## src/core/dfsc_pkg.sv

```systemverilog
package dfsc_pkg;

	// execution unit indices in the one-hot unit vectors
	localparam int unsigned UNITS = 5;
	localparam int unsigned U_SC1 = 0;
	localparam int unsigned U_SC2 = 1;
	localparam int unsigned U_MU  = 2;
	localparam int unsigned U_LS  = 3;
	localparam int unsigned U_BR  = 4;

	// apb register byte offsets
	localparam logic [7:0] OFF_CTRL = 8'h00;
	localparam logic [7:0] OFF_STAT = 8'h04;
	localparam logic [7:0] OFF_DCNT = 8'h08;

	// control register fields and reset value
	localparam int unsigned CTRL_FETCH_EN  = 0;
	localparam int unsigned CTRL_DECODE_EN = 1;
	localparam int unsigned CTRL_ISSUE_EN  = 2;
	localparam logic [2:0]  CTRL_RESET     = 3'h7;

	// status register fields
	localparam int unsigned STAT_PSYNC    = 0;
	localparam int unsigned STAT_BR_LOCK  = 2;
	localparam int unsigned STAT_CTR_PEND = 3;
	localparam int unsigned STAT_LR_PEND  = 4;
	localparam int unsigned STAT_MISS     = 5;
	localparam int unsigned STAT_SU_BUSY  = 6;

	// completion queue room needed before any decode, latency width
	localparam logic [3:0]  CMPL_FREE_NEED = 4'h2;
	localparam int unsigned LAT_W          = 3;
	localparam logic [LAT_W-1:0] LAT_ONE   = 3'h1;

	// post-sync interlock states, gray along idle -> pend -> drain
	typedef enum logic [1:0] {
		PS_IDLE  = 2'b00,
		PS_PEND  = 2'b01,
		PS_DRAIN = 2'b11
	} dfsc_psync_type;

	// one instruction queue slot as seen by decode
	typedef struct packed {
		logic valid;
		logic post_sync;
		logic pre_sync;
		logic ctr_dep;
		logic lr_dep;
		logic brk_before;
		logic brk_after;
		logic branch_class;
		logic is_mtctr;
		logic is_mtlr;
		logic uncond_tgt_miss;
	} dfsc_slot_type;

	// fetch request conditions
	typedef struct packed {
		logic prio_pending;
		logic itlb_miss;
		logic icache_miss;
		logic miss_done;
		logic instq_room;
		logic fq_room;
		logic stage2_tgt_hit;
		logic stage1_valid;
	} dfsc_fetch_type;

	// issue queue head candidate
	typedef struct packed {
		logic             valid;
		logic [UNITS-1:0] unit;
		logic             reads_full64;
		logic             low32_pending;
	} dfsc_cand_type;

	// single-cycle unit start conditions
	typedef struct packed {
		logic             has_new;
		logic             ops_ready;
		logic [LAT_W-1:0] latency;
	} dfsc_su_type;

endpackage : dfsc_pkg

```

## src/core/dfsc_front_ctl.sv

```systemverilog
// Added by the designer: the APB slave port and the address map.
`timescale 1ns/100ps
`default_nettype none

module dfsc_front_ctl
	import dfsc_pkg::*;
(
	// clock and reset
	input  wire logic                  pclk,
	input  wire logic                  presetn,
	// apb slave
	input  wire logic [7:0]            paddr,
	input  wire logic                  psel,
	input  wire logic                  penable,
	input  wire logic                  pwrite,
	input  wire logic [31:0]           pwdata,
	output var  logic [31:0]           prdata,
	output var  logic                  pready,
	output var  logic                  pslverr,
	// fetch side
	input  wire dfsc_fetch_type        fetch_in,
	output var  logic                  fetch_go_q,
	output var  logic                  fetch_drop_q,
	// decode side
	input  wire dfsc_slot_type         slot_bottom,
	input  wire dfsc_slot_type         slot_upper,
	input  wire logic [3:0]            cmpl_free,
	input  wire logic                  cmpl_empty,
	input  wire logic                  brq_full,
	input  wire logic                  genq_full,
	input  wire logic                  flush_active,
	input  wire logic                  ib_flush,
	input  wire logic                  psync_done,
	input  wire logic                  ctr_exec,
	input  wire logic                  lr_exec,
	output var  logic                  dec_bottom_q,
	output var  logic                  dec_upper_q,
	// issue side
	input  wire dfsc_cand_type         genq_head0,
	input  wire dfsc_cand_type         genq_head1,
	input  wire logic                  brq_valid,
	input  wire logic [UNITS-1:0]      rs_busy,
	output var  logic                  issue_g0_q,
	output var  logic                  issue_g1_q,
	output var  logic                  issue_b_q,
	// single-cycle units
	input  wire dfsc_su_type           su_one,
	input  wire dfsc_su_type           su_two,
	output var  logic [1:0]            su_go_q
);

	logic [2:0]     ctrl_q;
	logic [15:0]    dcnt_q;
	dfsc_psync_type ps_q;
	logic           br_lock_q;
	logic           ctr_pend_q;
	logic           lr_pend_q;
	logic           miss_pend_q;
	logic           ok_b;
	logic           ok_u;
	logic           common_ok;
	logic           dec_b;
	logic           dec_u;
	logic           fetch_go;
	logic           g0;
	logic           g1;
	logic           gb;
	logic [1:0]     su_start;
	logic [1:0]     su_busy;
	logic           wr_en;
	logic [31:0]    rd_val;
	logic           rd_hit;

	// position-independent checks for both slots
	dfsc_slot_check u_chk_bottom (
		.slot       (slot_bottom),
		.ctr_pend   (ctr_pend_q),
		.lr_pend    (lr_pend_q),
		.cmpl_empty (cmpl_empty),
		.brq_full   (brq_full),
		.ok         (ok_b)
	);

	dfsc_slot_check u_chk_upper (
		.slot       (slot_upper),
		.ctr_pend   (ctr_pend_q),
		.lr_pend    (lr_pend_q),
		.cmpl_empty (cmpl_empty),
		.brq_full   (brq_full),
		.ok         (ok_u)
	);

	// start logic of the two single-cycle units
	dfsc_su_start u_su_one (
		.pclk    (pclk),
		.presetn (presetn),
		.su      (su_one),
		.start   (su_start[0]),
		.busy    (su_busy[0])
	);

	dfsc_su_start u_su_two (
		.pclk    (pclk),
		.presetn (presetn),
		.su      (su_two),
		.start   (su_start[1]),
		.busy    (su_busy[1])
	);

	// fetch start conditions
	always_comb begin
		fetch_go = ctrl_q[CTRL_FETCH_EN];
		if (fetch_in.prio_pending) begin
			fetch_go = 1'b0;
		end
		if (miss_pend_q || fetch_in.itlb_miss || fetch_in.icache_miss) begin
			fetch_go = 1'b0;
		end
		if (!fetch_in.instq_room || !fetch_in.fq_room) begin
			fetch_go = 1'b0;
		end
	end

	// miss flag, a new miss wins over a service in the same cycle
	always_ff @(posedge pclk or negedge presetn) begin
		if (!presetn) begin
			miss_pend_q <= 1'b0;
		end else begin
			if (fetch_in.itlb_miss || fetch_in.icache_miss) begin
				miss_pend_q <= 1'b1;
			end else if (fetch_in.miss_done) begin
				miss_pend_q <= 1'b0;
			end
		end
	end

	// fetch outputs
	always_ff @(posedge pclk or negedge presetn) begin
		if (!presetn) begin
			fetch_go_q   <= 1'b0;
			fetch_drop_q <= 1'b0;
		end else begin
			fetch_go_q   <= fetch_go;
			fetch_drop_q <= fetch_in.stage2_tgt_hit && fetch_in.stage1_valid;
		end
	end

	// conditions shared by both slots
	always_comb begin
		common_ok = ctrl_q[CTRL_DECODE_EN];
		if (ps_q != PS_IDLE) begin
			common_ok = 1'b0;
		end
		if (flush_active) begin
			common_ok = 1'b0;
		end
		if (cmpl_free < CMPL_FREE_NEED) begin
			common_ok = 1'b0;
		end
		if (br_lock_q) begin
			common_ok = 1'b0;
		end
		if (genq_full) begin
			common_ok = 1'b0;
		end
	end

	// empty queue leaves slot invalid and ok_b low
	assign dec_b = common_ok && ok_b;

	// upper slot decisions, only two slots exist
	always_comb begin
		// upper only with bottom, two slots at most
		dec_u = dec_b && ok_u;
		if (slot_upper.brk_before) begin
			dec_u = 1'b0;
		end
		if (slot_bottom.brk_after || slot_bottom.post_sync) begin
			dec_u = 1'b0;
		end
		if (slot_bottom.branch_class && slot_upper.branch_class) begin
			dec_u = 1'b0;
		end
		// stop right behind a missed branch
		if (slot_bottom.uncond_tgt_miss) begin
			dec_u = 1'b0;
		end
		// move and dependent in the same cycle
		if ((slot_bottom.is_mtctr && slot_upper.ctr_dep) ||
			(slot_bottom.is_mtlr && slot_upper.lr_dep)) begin
			dec_u = 1'b0;
		end
		// bottom slot is an older uncompleted instruction
		if (slot_upper.pre_sync) begin
			dec_u = 1'b0;
		end
	end

	// post-sync interlock: decoded, then completed in n, drain in n+1
	always_ff @(posedge pclk or negedge presetn) begin
		if (!presetn) begin
			ps_q <= PS_IDLE;
		end else begin
			case (ps_q)
				PS_IDLE: begin
					if ((dec_b && slot_bottom.post_sync) ||
						(dec_u && slot_upper.post_sync)) begin
						ps_q <= PS_PEND;
					end
				end
				PS_PEND: begin
					if (psync_done) begin
						ps_q <= PS_DRAIN;
					end
				end
				PS_DRAIN: begin
					ps_q <= PS_IDLE;
				end
				default: begin
					ps_q <= PS_IDLE;
				end
			endcase
		end
	end

	// interlock flags, a new set wins over a clear in the same cycle
	always_ff @(posedge pclk or negedge presetn) begin
		if (!presetn) begin
			br_lock_q  <= 1'b0;
			ctr_pend_q <= 1'b0;
			lr_pend_q  <= 1'b0;
		end else begin
			if ((dec_b && slot_bottom.uncond_tgt_miss) ||
				(dec_u && slot_upper.uncond_tgt_miss)) begin
				br_lock_q <= 1'b1;
			end else if (ib_flush) begin
				br_lock_q <= 1'b0;
			end
			if ((dec_b && slot_bottom.is_mtctr) ||
				(dec_u && slot_upper.is_mtctr)) begin
				ctr_pend_q <= 1'b1;
			end else if (ctr_exec) begin
				ctr_pend_q <= 1'b0;
			end
			if ((dec_b && slot_bottom.is_mtlr) ||
				(dec_u && slot_upper.is_mtlr)) begin
				lr_pend_q <= 1'b1;
			end else if (lr_exec) begin
				lr_pend_q <= 1'b0;
			end
		end
	end

	// decode outputs
	always_ff @(posedge pclk or negedge presetn) begin
		if (!presetn) begin
			dec_bottom_q <= 1'b0;
			dec_upper_q  <= 1'b0;
		end else begin
			dec_bottom_q <= dec_b;
			dec_upper_q  <= dec_u;
		end
	end

	// issue grants for the two general heads and the branch head
	always_comb begin
		g0 = ctrl_q[CTRL_ISSUE_EN] && genq_head0.valid &&
			((genq_head0.unit & rs_busy) == '0) &&
			!(genq_head0.reads_full64 && genq_head0.low32_pending);
		g1 = ctrl_q[CTRL_ISSUE_EN] && genq_head1.valid &&
			((genq_head1.unit & rs_busy) == '0) &&
			!(genq_head1.reads_full64 && genq_head1.low32_pending);
		// same unit in order, one per station
		if ((genq_head0.unit & genq_head1.unit) != '0) begin
			g1 = 1'b0;
		end
		gb = ctrl_q[CTRL_ISSUE_EN] && brq_valid && !rs_busy[U_BR];
		// branch station already fed this cycle
		if ((g0 && genq_head0.unit[U_BR]) ||
			(g1 && genq_head1.unit[U_BR])) begin
			gb = 1'b0;
		end
	end

	// issue and execution start outputs
	always_ff @(posedge pclk or negedge presetn) begin
		if (!presetn) begin
			issue_g0_q <= 1'b0;
			issue_g1_q <= 1'b0;
			issue_b_q  <= 1'b0;
			su_go_q    <= 2'h0;
		end else begin
			issue_g0_q <= g0;
			issue_g1_q <= g1;
			issue_b_q  <= gb;
			su_go_q    <= su_start;
		end
	end

	// apb decode, zero-wait slave answering in the first access cycle
	assign wr_en = psel && penable && pready && pwrite;

	always_comb begin
		rd_val = 32'h0;
		rd_hit = 1'b1;
		case (paddr)
			OFF_CTRL: rd_val[2:0] = ctrl_q;
			OFF_STAT: begin
				rd_val[STAT_PSYNC +: 2]  = ps_q;
				rd_val[STAT_BR_LOCK]     = br_lock_q;
				rd_val[STAT_CTR_PEND]    = ctr_pend_q;
				rd_val[STAT_LR_PEND]     = lr_pend_q;
				rd_val[STAT_MISS]        = miss_pend_q;
				rd_val[STAT_SU_BUSY +: 2] = su_busy;
			end
			OFF_DCNT: rd_val[15:0] = dcnt_q;
			default:  rd_hit = 1'b0;
		endcase
	end

	// bus answer registers
	always_ff @(posedge pclk or negedge presetn) begin
		if (!presetn) begin
			pready  <= 1'b0;
			pslverr <= 1'b0;
			prdata  <= 32'h0;
		end else begin
			pready  <= psel && !penable;
			pslverr <= psel && !penable && !rd_hit;
			prdata  <= (psel && !penable && !pwrite) ? rd_val : 32'h0;
		end
	end

	// control register and decode counter, a write clears the counter
	always_ff @(posedge pclk or negedge presetn) begin
		if (!presetn) begin
			ctrl_q <= CTRL_RESET;
			dcnt_q <= 16'h0;
		end else begin
			if (wr_en && paddr == OFF_CTRL) begin
				ctrl_q <= pwdata[2:0];
			end
			if (wr_en && paddr == OFF_DCNT) begin
				dcnt_q <= 16'h0;
			end else begin
				dcnt_q <= dcnt_q + {15'h0, dec_b} + {15'h0, dec_u};
			end
		end
	end

	// priority request blocks the next fetch output
	fetch_prio_a: assert property (@(posedge pclk) disable iff (!presetn)
		fetch_in.prio_pending |=> !fetch_go_q)
		else $error("fetch started over a priority request");

	// a miss keeps fetch stalled until serviced
	fetch_miss_a: assert property (@(posedge pclk) disable iff (!presetn)
		fetch_in.icache_miss ##1 !fetch_in.miss_done |=> !fetch_go_q [*2])
		else $error("fetch started during a miss");

	// no fetch without room
	fetch_room_a: assert property (@(posedge pclk) disable iff (!presetn)
		!(fetch_in.instq_room && fetch_in.fq_room) |=> !fetch_go_q)
		else $error("fetch started without queue room");

	// drop follows a second-stage hit
	fetch_drop_a: assert property (@(posedge pclk) disable iff (!presetn)
		fetch_in.stage2_tgt_hit && fetch_in.stage1_valid |=> fetch_drop_q)
		else $error("first-stage fetch not dropped");

	// two-cycle decode gap after post-sync completion
	psync_gap_a: assert property (@(posedge pclk) disable iff (!presetn)
		ps_q == PS_PEND && psync_done |=> !dec_bottom_q ##1 !dec_bottom_q)
		else $error("decode inside the post-sync gap");

	// flush and room interlocks
	cq_room_a: assert property (@(posedge pclk) disable iff (!presetn)
		(flush_active || cmpl_free < CMPL_FREE_NEED || genq_full)
		|=> !dec_bottom_q)
		else $error("decode despite flush or queue room");

	// one branch-class per cycle
	branch_pair_a: assert property (@(posedge pclk) disable iff (!presetn)
		slot_bottom.branch_class && slot_upper.branch_class |=> !dec_upper_q)
		else $error("two branch-class instructions decoded");

	// upper slot never alone
	upper_order_a: assert property (@(posedge pclk) disable iff (!presetn)
		dec_upper_q |-> dec_bottom_q)
		else $error("upper slot decoded without bottom");

	// same-unit heads never issue together
	issue_unit_a: assert property (@(posedge pclk) disable iff (!presetn)
		(genq_head0.unit & genq_head1.unit) != '0 |=> !issue_g1_q)
		else $error("second issue to the same unit");

endmodule : dfsc_front_ctl
`default_nettype wire

```

## src/core/dfsc_slot_check.sv

```systemverilog
`timescale 1ns/100ps
`default_nettype none

// per-slot decode checks that do not depend on slot position
module dfsc_slot_check
	import dfsc_pkg::*;
(
	// slot and pipeline state
	input  wire dfsc_slot_type slot,
	input  wire logic          ctr_pend,
	input  wire logic          lr_pend,
	input  wire logic          cmpl_empty,
	input  wire logic          brq_full,
	// verdict
	output logic               ok
);

	logic branchy;

	// move-to-count and move-to-link also wait on branch queue room
	assign branchy = slot.branch_class | slot.is_mtctr | slot.is_mtlr;

	// combine slot checks
	always_comb begin
		ok = slot.valid;
		if (slot.pre_sync && !cmpl_empty) begin
			ok = 1'b0;
		end
		if ((slot.ctr_dep && ctr_pend) || (slot.lr_dep && lr_pend)) begin
			ok = 1'b0;
		end
		if (branchy && brq_full) begin
			ok = 1'b0;
		end
	end

endmodule : dfsc_slot_check
`default_nettype wire

```

## src/core/dfsc_su_start.sv

```systemverilog
`timescale 1ns/100ps
`default_nettype none

// start control for one single-cycle unit with multi-cycle busy tracking
module dfsc_su_start
	import dfsc_pkg::*;
(
	// clock and reset
	input  wire logic        pclk,
	input  wire logic        presetn,
	// request
	input  wire dfsc_su_type su,
	// result
	output logic             start,
	output logic             busy
);

	logic [LAT_W-1:0] busy_q;

	assign busy = (busy_q != '0);

	assign start = su.has_new && su.ops_ready && !busy;

	// count remaining cycles of a multi-cycle operation
	always_ff @(posedge pclk or negedge presetn) begin
		if (!presetn) begin
			busy_q <= '0;
		end else if (start && su.latency > LAT_ONE) begin
			busy_q <= su.latency - LAT_ONE;
		end else if (busy) begin
			busy_q <= busy_q - LAT_ONE;
		end
	end

	// a three-cycle op blocks the next two cycles
	su_busy_a: assert property (@(posedge pclk) disable iff (!presetn)
		start && su.latency == 3'h3 |=> !start [*2])
		else $error("single-cycle unit started while busy");

	// no start without operands
	su_ops_a: assert property (@(posedge pclk) disable iff (!presetn)
		!su.ops_ready |-> !start)
		else $error("single-cycle unit started without operands");

endmodule : dfsc_su_start
`default_nettype wire

```

## config.mk

```make
export PLATFORM = sky130hd
export DESIGN_NAME = dfsc_front_ctl
export DESIGN_NICKNAME = d
export VERILOG_FILES = /design/src/core/dfsc_pkg.sv /design/src/core/dfsc_front_ctl.sv /design/src/core/dfsc_slot_check.sv /design/src/core/dfsc_su_start.sv
export SDC_FILE = /design/constraint.sdc
export NUM_CORES = 1
export LEC_CHECK = 0
export BUFFER_PORTS_ARGS = -buffer_cell sky130_fd_sc_hd__buf_4
export CORE_UTILIZATION = 40
export CTS_CLUSTER_DIAMETER = 200
export DETAILED_ROUTE_END_ITERATION = 8
export PLACE_DENSITY_LB_ADDON = 0.08
export SYNTH_ARGS = -nofsm -noshare
export SYNTH_HDL_FRONTEND = slang
export SYNTH_SLANG_ARGS = --single-unit
export TNS_END_PERCENT = 30
```

## constraint.sdc

```tcl
create_clock -name pclk -period 3.9 [get_ports pclk]
set_clock_uncertainty 0.2 [all_clocks]
set_input_delay 0.39 -clock pclk [delete_from_list [all_inputs] [get_ports pclk]]
set_output_delay 0.39 -clock pclk [all_outputs]
set_load 0.1 [all_outputs]
```

==> metrics.md, run 1 <==
| Metric | Value |
|---|---|
| Status | completed |
| Worst path arrival time | 3610 ps |
| Overall Power | 0.001681 W |
| Grt ovf | 0 |
| Lkg Pwr | 2.046 nW |
| Largest net degree at the start of global routing | 59 |
| Fin crit share | 0.9080 |
| Fill cells | 624 |
| Row count | 30 |
| Worst skew pair latency | 340 ps |
| TritonRoute pass-1 iters | 4 |
| Worst Setup End Kind | register |
| Initial antenna violation count | 0 |
| Area contributors post-synth | dfrtp_1 (48%), buf_4 (4.2%), nor2_1 (4.2%) |
| Delay-heaviest family, CP | simple AND/OR/NAND/NOR gates |
| Core Region | 6869 um2 |
| Seq cells post-synth | 58 |
| Max-slew violation count | 0 |
| Final Non-Filler Cells | 504 |
| Max clock buf depth | 2 |
| Post-synth top area cell | dfrtp_1 |
| Worst setup path endpoint | dcnt_q[15] |
| Gpl congestion | 0.7478 |
| Post-synth ARST share | 1.000 |
| Sequential power share | 0.395 |
| Critical Path Source | br_lock_q |
| Die Y-Extent | 86.90 um |
| CTS Sinks | 58 |
| Worst path slowest cell | or4_4 |
| DP HPWL | 4.868 mm |
| Crit path kind | register to register |
| Register Area | 1455 um2 |
| Flop2flop setup slack | 360 ps |
| Syn Area/Cell | 10.33 um2 |
| CTS tree | built |
| Switching power | 0.0004817 W |
| Most used cell, CP | or4_1 |
| CP max stage delay | 560 ps |
| Die area | 7551 um2 |
| Placed insts | 486 |
| RSZ-0062 raised after global routing | false |
| Setup ws final | 358.7 ps |
| IR drop worst, VDD | 176.0 uV |
| Initial drt markers | 92 |
| Syn Inst Count | 279 |
| Final setup violation count | 0 |
| Setup bufs post-CTS | 0 |
| Die Width | 86.90 um |
| Buf/Inv on CP | 0 |
| DR vias | 2437 |
| Routed vias/inst | 4.835 |
| Comb pwr share | 0.220 |
| Slew headroom | 0.2695 |
| Cells on worst reg2reg path | 8 |
| Levels on crit path | 8 |
| Setup_tns | 0 ps |
| Post-DRT Antenna Nets | 0 |
| Synth Warn # | 0 |
| Max H-tree Level | 3 |
| Synth top area share | 0.4774 |
| Initial Util | 0.4197 |
| CTS clk-pin slew, worst paths | 70 ps |
| CTS resizes | 0 |
| Type of origin of the critical path | register |
| Worst-margin pin slew | 1092 ps |
| CP cell instances | or4_1 > or4_4 > nor4_4 > fa_1 > nand4_1 > or3_1 > or4_1 > a21oi_1 |
| Mapped cell area | 2883 um2 |
| Nets | 532 |
| Hold-fix buffers, CTS | 2 |
| Num ports | 162 |
| Final Critical Period | 3541 ps |
| Residual DRC | 0 |
| P per Cell Area | 414.7 nW/um2 |
| Footprint of the multi-input gates | 1304 um2 |
| Crit path max fanout | 5 |
| Final wirelength | 6.294 mm |
| PortBufs | 113 |
| DR WL/cell | 12.49 um |
| Hold Path Class | input port to register |
| P_int | 0.001199 W |
| Clock share of power | 0.385 |
| Max-capacitance violation count | 0 |
| Final Hold Vio Count | 0 |
| Area Overhead vs Synth | 40.58% |
| RR Endpoint | dcnt_q[15] |
| Most used DFF post-synth | dfrtp_1 |
| Post-synth EDFFs | 0 |
| Crit path required time | 3960 ps |
| Dpl ws | 253.2 ps |
| Max Fclk | 282.4 MHz |
| Vias in the first global route | 2397 |
| Num CTS Buffers | 9 |
| Synth cell types | 40 |
| Layout cells sized above 1 | 0.3431 |
| R2R Path Start | br_lock_q |
| Switching portion of total power | 0.2866 |
| First-pass GRT wire length | 10.41 mm |
| CTS Root Cell | clkbuf_8 |
| Sequential fraction of the synthesis area | 0.5048 |
| Global Route Usage Sum | 0.1822 |
| Inserted Diodes | 0 |
==> cells in the mapped netlist (all sizes together), types with 2 or more instances <==
library cell  instances
or4                   3
dfrtp                55
nor2b                 8
mux2i                 9
mux2                  3
clkbuf                4
xnor2                 9
nor4                  4
a221o                 3
xor2                  4
dfstp                 3
and3                  3
nand3                 8
nand2                12
a22oi                 7
ha                    9
o21ai                18
o31ai                 3
nand4                 8
buf                  16
and4                  2
or3                   6
nand2b                4
inv                  12
nor2                 32
a21oi                11
and2                 11
nor4b                 2
==> placed cells by master (no fill, tap or decap), types with 2 or more instances in the layout <==
master         netlist  layout
mux2_2               3       3
dlygate4sd3_1        0       2
o21ai_0             18      18
nor2_1              32      32
ha_1                 9       9
or3_1                6       6
dfstp_2              3       3
nor2b_1              8       8
nand4_1              8       8
xor2_1               4       4
and4_1               2       2
a22oi_1              7       7
buf_4               16     116
a21oi_1             11      11
inv_1               12      12
o31ai_1              3       3
conb_1               1      16
and2_1              11      11
dfrtp_1             55      55
a221o_1              3       3
nand2_1             12      12
bufinv_16            0       2
xnor2_1              9       9
nand2b_1             4       4
nand3_1              8       8
or4_1                2       2
mux2i_1              9       9
clkbuf_8             0      12
and3_1               3       3
nor4_1               3       3
nor4b_1              2       2
==> through the flow <==
stage / instance area, um2 / hold WS, ps / utilization
final: 4053 / 26.23 / 0.5900
after global routing: 4053 / 23.87 / 0.5900
after CTS: 4053 / 13.21 / 0.5900
after detailed placement: 3795 / 282.2 / 0.5525
after global placement: 3795 / 280.1 / 0.5525
after floorplan: 2939 / -105.6 / -
==> power groups by stage <==
stage                     combinational [W]  clock [W]  sequential, W
after floorplan                    0.000233          0       0.000697
after global placement             0.000358          0       0.000672
after detailed placement           0.000373          0       0.000675
after CTS                          0.000375   0.000657       0.000664
after global routing               0.000414   0.000680       0.000668
final                              0.000369   0.000648       0.000663
==> worst min path at each step <==
stage | endpoint | startpoint | cells after the start | slack (ps)
finish | pready | penable | 2 | 30
global route | miss_pend_q | fetch_in[4] | 2 | 20
CTS | pready | penable | 2 | 10
detailed placement | fetch_go_q | miss_pend_q | 1 | 280
global placement | fetch_go_q | miss_pend_q | 1 | 280
floorplan | br_lock_q | presetn | 0 | -110
==> final cells by class <==
cell class,instances,area share
clock buffers,12,0.04075
clock inverters,4,0.01791
inverters,12,0.01111
multi-input cells,204,0.3217
flip-flops and latches,58,0.3591
well taps,96,0.02964
repair buffers,118,0.2198
==> cells by family (layout without fill, tap and decap cells) <==
logic type      after synthesis  count (layout)  share of synthesized area
flops                        58              58                     0.5048
mux                          12              12                    0.04297
other cells                   1              16                   0.001301
xor+xnor                     13              13                    0.03950
compound gates               47              47                     0.1024
fa+ha+maj                    10              10                    0.04601
buf+inv                      32             146                    0.06250
simple gates                106             106                     0.2005
==> flip-flops by register name, indices dropped and copies added, names as in the netlist, 2 cells and up <==
signal / count
ctrl_q: 3
dcnt_q: 16
u_su_one.busy_q: 3
u_su_two.busy_q: 3
prdata: 16
ps_q: 2
su_go_q: 2
==> metal layers <==
metal	vias up	GRT usage	share of wire
li1	1201	-	-
met1	1123	0.2020	0.40
met2	100	0.3142	0.50
met3	13	0.05972	0.079
met4	0	0.08939	0.020
met5	-	0	0
Note: power is estimated with default switching activity, not from simulation.
==> run 2: changes to the inputs <==
--- a/config.mk
+++ b/config.mk
@@ -6,6 +6,7 @@
 export NUM_CORES = 1
 export LEC_CHECK = 0
 export BUFFER_PORTS_ARGS = -buffer_cell sky130_fd_sc_hd__buf_4
+export CORE_MARGIN = 10
 export CORE_UTILIZATION = 40
 export CTS_CLUSTER_DIAMETER = 200
 export DETAILED_ROUTE_END_ITERATION = 8
==> run 2 against run 1 <==
Against the previous run:
- sequential cell count unchanged
- power decreased by 10%
- die area increased by 46%
- worst hold slack improved by 7.6 ps
- setup slack got worse by 110 ps
- count of clock-buffer cells in the layout unchanged
- routed wire length increased by 14%
- first-iteration DRC count decreased by 26%
- cell area decreased by 1.7%
- final cell count decreased by 0.20%
- sequential share of layout area increased by 0.61 points
==> metrics.md, run 2 (synthesized netlist as in run 1, its figures left out) <==
| Metric | Value |
|---|---|
| Area Overhead vs Synth | 38.24% |
| Final Critical Period | 3654 ps (+113.1 ps) |
| Leading registers by flop count | dcnt_q: 16 flops, prdata: 16 flops |
| Num CTS Buffers | 9 (unchanged) |
| Nets | 532 (unchanged) |
| Vias in the first global route | 2600 (+8.5%) |
| Crit path max fanout | 5 (unchanged) |
| Lkg Pwr | 2.021 nW (-1.2%) |
| Fill cells | 666 (+6.7%) |
| Initial drt markers | 68 (-26%) |
| IR drop worst, VDD | 179.0 uV (+1.7%) |
| Die Y-Extent | 104.9 um (+21%) |
| DR WL/cell | 14.25 um (+14%) |
| P per Cell Area | 378.5 nW/um2 (-8.7%) |
| First-pass GRT wire length | 12.21 mm (+17%) |
| DP HPWL | 5.817 mm (+20%) |
| Worst path slowest cell | or4_4 |
| Met3 usage | 0.05713 (-0.002590) |
| Worst path arrival time | 3720 ps (+110 ps) |
| Max H-tree Level | 3 (unchanged) |
| Final wirelength | 7.170 mm (+14%) |
| Gpl congestion | 0.7777 (+4.0%) |
| Crit path kind | register to register |
| CTS tree | built |
| Row count | 30 (unchanged) |
| Slew headroom | 0.5295 (+0.2600) |
| Status | completed |
| Most frequent cells in the layout | buf_4 (116), dfrtp_1 (55), nor2_1 (32) |
| Grt met2 use | 0.2229 (-0.09138) |
| Die Width | 104.9 um (+21%) |
| Max clock buf depth | 2 (unchanged) |
| Fin crit share | 0.9370 (+0.02900) |
| Layout cells sized above 1 | 0.3391 (-0.004071) |
| Grt ovf | 0 (unchanged) |
| Max-slew violation count | 0 (unchanged) |
| GR Util met1 | 0.1491 (-0.05281) |
| Max-capacitance violation count | 0 (unchanged) |
| Final instance area | 3985 um2 (-1.7%) |
| CP max stage delay | 540 ps (-20 ps) |
| Most used cell, CP | or4_1 |
| CP cell instances | or4_1 > or4_4 > nor4_4 > fa_1 > nand4_1 > or3_1 > or4_1 > a21oi_1 |
| Most common cell after layout, fill and taps aside | buf_4 |
| CTS Root Cell | clkbuf_8 |
| PortBufs | 113 (unchanged) |
| Residual DRC | 0 (unchanged) |
| Num ports | 162 (unchanged) |
| Final Hold Vio Count | 0 (unchanged) |
| Crit path required time | 3960 ps (about the same) |
| Final setup violation count | 0 (unchanged) |
| RSZ-0062 raised after global routing | false |
| TritonRoute pass-1 iters | 4 (unchanged) |
| Initial Util | 0.4174 (-0.002281) |
| Largest net degree at the start of global routing | 59 (unchanged) |
| Die area | 11000 um2 (+46%) |
| Core Region | 6907 um2 (+0.55%) |
| CTS Sinks | 58 (unchanged) |
| Inserted Diodes | 0 (unchanged) |
| Initial antenna violation count | 0 (unchanged) |
| CTS clk-pin slew, worst paths | 70 ps (about the same) |
| Worst-margin pin slew | 705.7 ps (-385.9 ps) |
| Worst skew pair latency | 340 ps (about the same) |
| Setup_tns | 0 ps (unchanged) |
| Placed Area | 3795 um2 (unchanged) |
| Hold Path Class | input port to register |
| Type of origin of the critical path | register |
| Routed vias/inst | 4.742 (-1.9%) |
| GR peak layer | met2 |
| Worst Setup End Kind | register |
| DR vias | 2385 (-2.1%) |
| Max Fclk | 273.6 MHz (-3.1%) |
| Post-DRT Antenna Nets | 0 (unchanged) |
| Global Route Usage Sum | 0.1351 (-0.04711) |
[run 2: report_power, final]
| part | internal (W) | total [W] | switching (W) |
|---|---|---|---|
| Sequential | 0.000642 | 0.000662 | 0.0000202 |
| Combinational | 0.000146 | 0.000364 | 0.000218 |
| Clock | 0.000258 | 0.000482 | 0.000224 |
| Total | 0.00105 | 0.00151 | 0.000462 |
[run 2: routing by layer]
metal,wire (um),vias to the layer above
li1,-,1192
met1,2869,1097
met2,3580,83
met3,604,13
met4,116,0
met5,0,-
[run 2: worst max-delay path: cells and delay by family (launching register included)]
kind	cells	cell delay [ps]
simple gates	6	2510
compound gates	1	150
fa+ha+maj	1	290
flops	1	430
[run 2: repair_timing]
| action | 4_1_cts | 5_1_grt |
|---|---|---|
| setup buffers | 0 | 0 |
| gates resized for setup | 0 | 0 |
| hold endpoints to repair | 56 | 0 |
| hold buffers | 2 | 0 |
[run 2: metrics by stage]
step           total power, W  hold slack (ps)    util  instances  worst slack (ps)
6_report             0.001508            33.78  0.5770        503             245.6
5_1_grt              0.001594            32.44  0.5770        503             51.12
4_1_cts              0.001529            23.73  0.5770        503             238.7
3_5_place_dp         0.001038            288.4  0.5495        486             176.7
3_3_place_gp         0.001030            279.7  0.5495        486             216.9
2_1_floorplan       0.0009303           -105.6       -        294             393.9
[run 2: worst paths after layout]
kind                             startpoint                 end  slack (ps)  cells past startpoint
worst max-delay path              br_lock_q          dcnt_q[15]         250                      8
worst min-delay path            fetch_in[4]         miss_pend_q          30                      2
worst max register to register    br_lock_q          dcnt_q[15]         250                      8
worst min register to register  miss_pend_q          fetch_go_q         280                      1
max in group asynchronous           presetn           prdata[3]        2580                      2
min in group asynchronous           presetn  u_su_one.busy_q[2]         440                      2
[run 2: cell type report]
type | instances | area (um2) | area share
clock buffer | 12 | 155.1 | 0.03893
tap | 96 | 120.1 | 0.03014
multi-input combinational | 204 | 1304 | 0.3272
sequential | 58 | 1455 | 0.3652
inverter | 12 | 45.04 | 0.01130
clock inverter | 3 | 15.01 | 0.003768
timing repair buffer | 118 | 890.9 | 0.2235
==> run 3: changes to the inputs <==
==> constraint.sdc (replaced) <==
create_clock -name pclk -period 3.6 [get_ports pclk]
set_clock_uncertainty 0.2 [all_clocks]
set_input_delay 0.36 -clock pclk [delete_from_list [all_inputs] [get_ports pclk]]
set_output_delay 0.36 -clock pclk [all_outputs]
set_load 0.1 [all_outputs]
==> run 3 against run 2 <==
Against the previous run:
- via count increased by 1.5%
- combinational power increased by 8.2%
- sequential cell count unchanged
- clock power increased by 24%
- largest power group unchanged
- count of clock-buffer cells in the layout increased by 2
- die area unchanged
- register-to-register slack got worse by 90 ps
- global-route usage decreased by 0.23 points
==> metrics.md, run 3 (synthesized netlist as in run 1, its figures left out) <==
| Metric | Value |
|---|---|
| Status | completed |
| First-pass GRT wire length | 12.01 mm (-1.6%) |
| IR drop worst, VDD | 199.6 uV (+12%) |
| Setup_tns | 0 ps (unchanged) |
| Routed vias/inst | 4.745 (about the same) |
| Worst path arrival time | 3500 ps (-220 ps) |
| Met3 wire length | 712 um (+18%) |
| Global Route Usage Sum | 0.1328 (-0.002284) |
| Max clock buf depth | 2 (unchanged) |
| Hold Path End | issue_b_q |
| Worst Hold Depth | 2 (unchanged) |
| CTS Sinks | 58 (unchanged) |
| Final setup violation count | 0 (unchanged) |
| Cells on worst reg2reg path | 8 (unchanged) |
| Placed insts | 490 (+0.82%) |
| Final wirelength | 7.332 mm (+2.3%) |
| DR WL met2 | 3.655 mm (+2.1%) |
| Slew headroom | 0.5188 (-0.01066) |
| DR WL/cell | 14.38 um (+0.86%) |
| Crit path max fanout | 3 (-2) |
| Layout cells sized above 1 | 0.3430 (+0.003929) |
| CTS clk-pin slew, worst paths | 70 ps (about the same) |
| Type of origin of the critical path | register |
| Flop2flop setup slack | 150 ps (-90 ps) |
| RSZ-0062 raised after global routing | false |
| Area Overhead vs Synth | 41.02% |
| Footprint of the multi-input gates | 1306 um2 (+0.19%) |
| Grt ovf | 0 (unchanged) |
| TritonRoute pass-1 iters | 4 (unchanged) |
| Hold Path Class | input port to register |
| Max-slew violation count | 0 (unchanged) |
| Nets | 538 (+1.1%) |
| Initial Util | 0.4174 (unchanged) |
| Worst hold start | genq_head1[6] |
| Met1 wire length | 2.889 mm (+0.70%) |
| Row count | 30 (unchanged) |
| Largest net degree at the start of global routing | 59 (unchanged) |
| DP HPWL | 5.942 mm (+2.1%) |
| Final Critical Period | 3447 ps (-207.4 ps) |
| Register Area | 1455 um2 (unchanged) |
| Num CTS Buffers | 9 (unchanged) |
| Lkg Pwr | 2.055 nW (+1.7%) |
| DR vias | 2420 (+1.5%) |
| Max-capacitance violation count | 0 (unchanged) |
| Final Hold Vio Count | 0 (unchanged) |
| Fin crit share | 0.9575 (+0.02046) |
| Leading registers by flop count | dcnt_q: 16 flops, prdata: 16 flops |
| Max Fclk | 290.1 MHz (+6.0%) |
| Crit path required time | 3650 ps (-310 ps) |
| Initial drt markers | 59 (-13%) |
| Num ports | 162 (unchanged) |
| Most common cell after layout, fill and taps aside | buf_4 |
| Final Non-Filler Cells | 510 (+1.4%) |
| Initial antenna violation count | 0 (unchanged) |
| Die area | 11000 um2 (unchanged) |
| PortBufs | 113 (unchanged) |
| Residual DRC | 0 (unchanged) |
| R2R Path Start | br_lock_q |
| Max H-tree Level | 3 (unchanged) |
| Most frequent cells in the layout | buf_4 (120), dfrtp_1 (55), nor2_1 (32) |
| Crit path kind | register to register |
| Setup bufs post-CTS | 0 (unchanged) |
| CTS Root Cell | clkbuf_8 |
| Worst skew pair latency | 330 ps (about the same) |
| CTS tree | built |
| Worst Setup End Kind | register |
| Die Width | 104.9 um (unchanged) |
| RR Endpoint | dcnt_q[15] |
| Gpl congestion | 0.7727 (-0.64%) |
| Inserted Diodes | 0 (unchanged) |
| Post-DRT Antenna Nets | 0 (unchanged) |
| P per Cell Area | 420.9 nW/um2 (+11%) |
| Die Y-Extent | 104.9 um (unchanged) |
| Fill cells | 645 (-3.2%) |
| Worst-margin pin slew | 721.7 ps (+16.00 ps) |
| Top routing layer used | met4 |
| Vias in the first global route | 2623 (+0.88%) |
| Core Region | 6907 um2 (unchanged) |
run 3: worst max path at each step:
| stage | startpoint | end | slack, ps | cells past startpoint |
|---|---|---|---|---|
| final | br_lock_q | dcnt_q[15] | 150 | 8 |
| after global routing | br_lock_q | dcnt_q[15] | 5 | 8 |
| after CTS | br_lock_q | dcnt_q[15] | 150 | 8 |
| after detailed placement | flush_active | dcnt_q[15] | 80 | 9 |
| after global placement | flush_active | dcnt_q[15] | 90 | 9 |
| after floorplan | flush_active | dcnt_q[15] | 120 | 8 |
run 3: timing repair:
action / CTS / global route
endpoints found under the hold margin: 58 / 0
hold buffers: 4 / 0
resized for setup: 0 / 1
endpoints found under the setup margin: 0 / 1
run 3: where the power goes:
part | switching, W | internal, W
Sequential | 0.0000215 | 0.000695
Combinational | 0.000235 | 0.000159
Clock | 0.000243 | 0.000357
run 3: layout make-up:
class,instances,share of cell area
clock buffers,14,0.04001
clock inverters,2,0.008618
inverters,12,0.01108
multi-input cells,204,0.3213
flip-flops and latches,58,0.3580
well taps,96,0.02955
repair buffers,124,0.2315
run 3: metrics by stage:
step | cell area, um2 | hold slack, ps | utilization | setup slack (ps) | total power (W)
after floorplan | 2939 | -135.6 | - | 123.9 | 0.001008
after global placement | 3825 | 276.1 | 0.5538 | 86.44 | 0.001116
after detailed placement | 3825 | 271.4 | 0.5538 | 78.62 | 0.001124
after CTS | 4063 | 6.340 | 0.5882 | 148.8 | 0.001733
after global routing | 4065 | 19.33 | 0.5886 | 5.313 | 0.001819
final | 4065 | 22.56 | 0.5886 | 153.1 | 0.001711
run 3: per-layer routing:
metal	up-vias	global-route usage
met5	-	0
met4	0	0.04314
met3	6	0.07125
met2	90	0.2206
met1	1117	0.1418
li1	1207	-
run 3: worst max-delay path: stages (launching register included):
cell	delay, ps
dfrtp_1	380
or4_1	500
or4_4	550
nor4_4	320
fa_2	290
nand4_1	130
or3_1	380
or4_1	470
a21oi_1	150
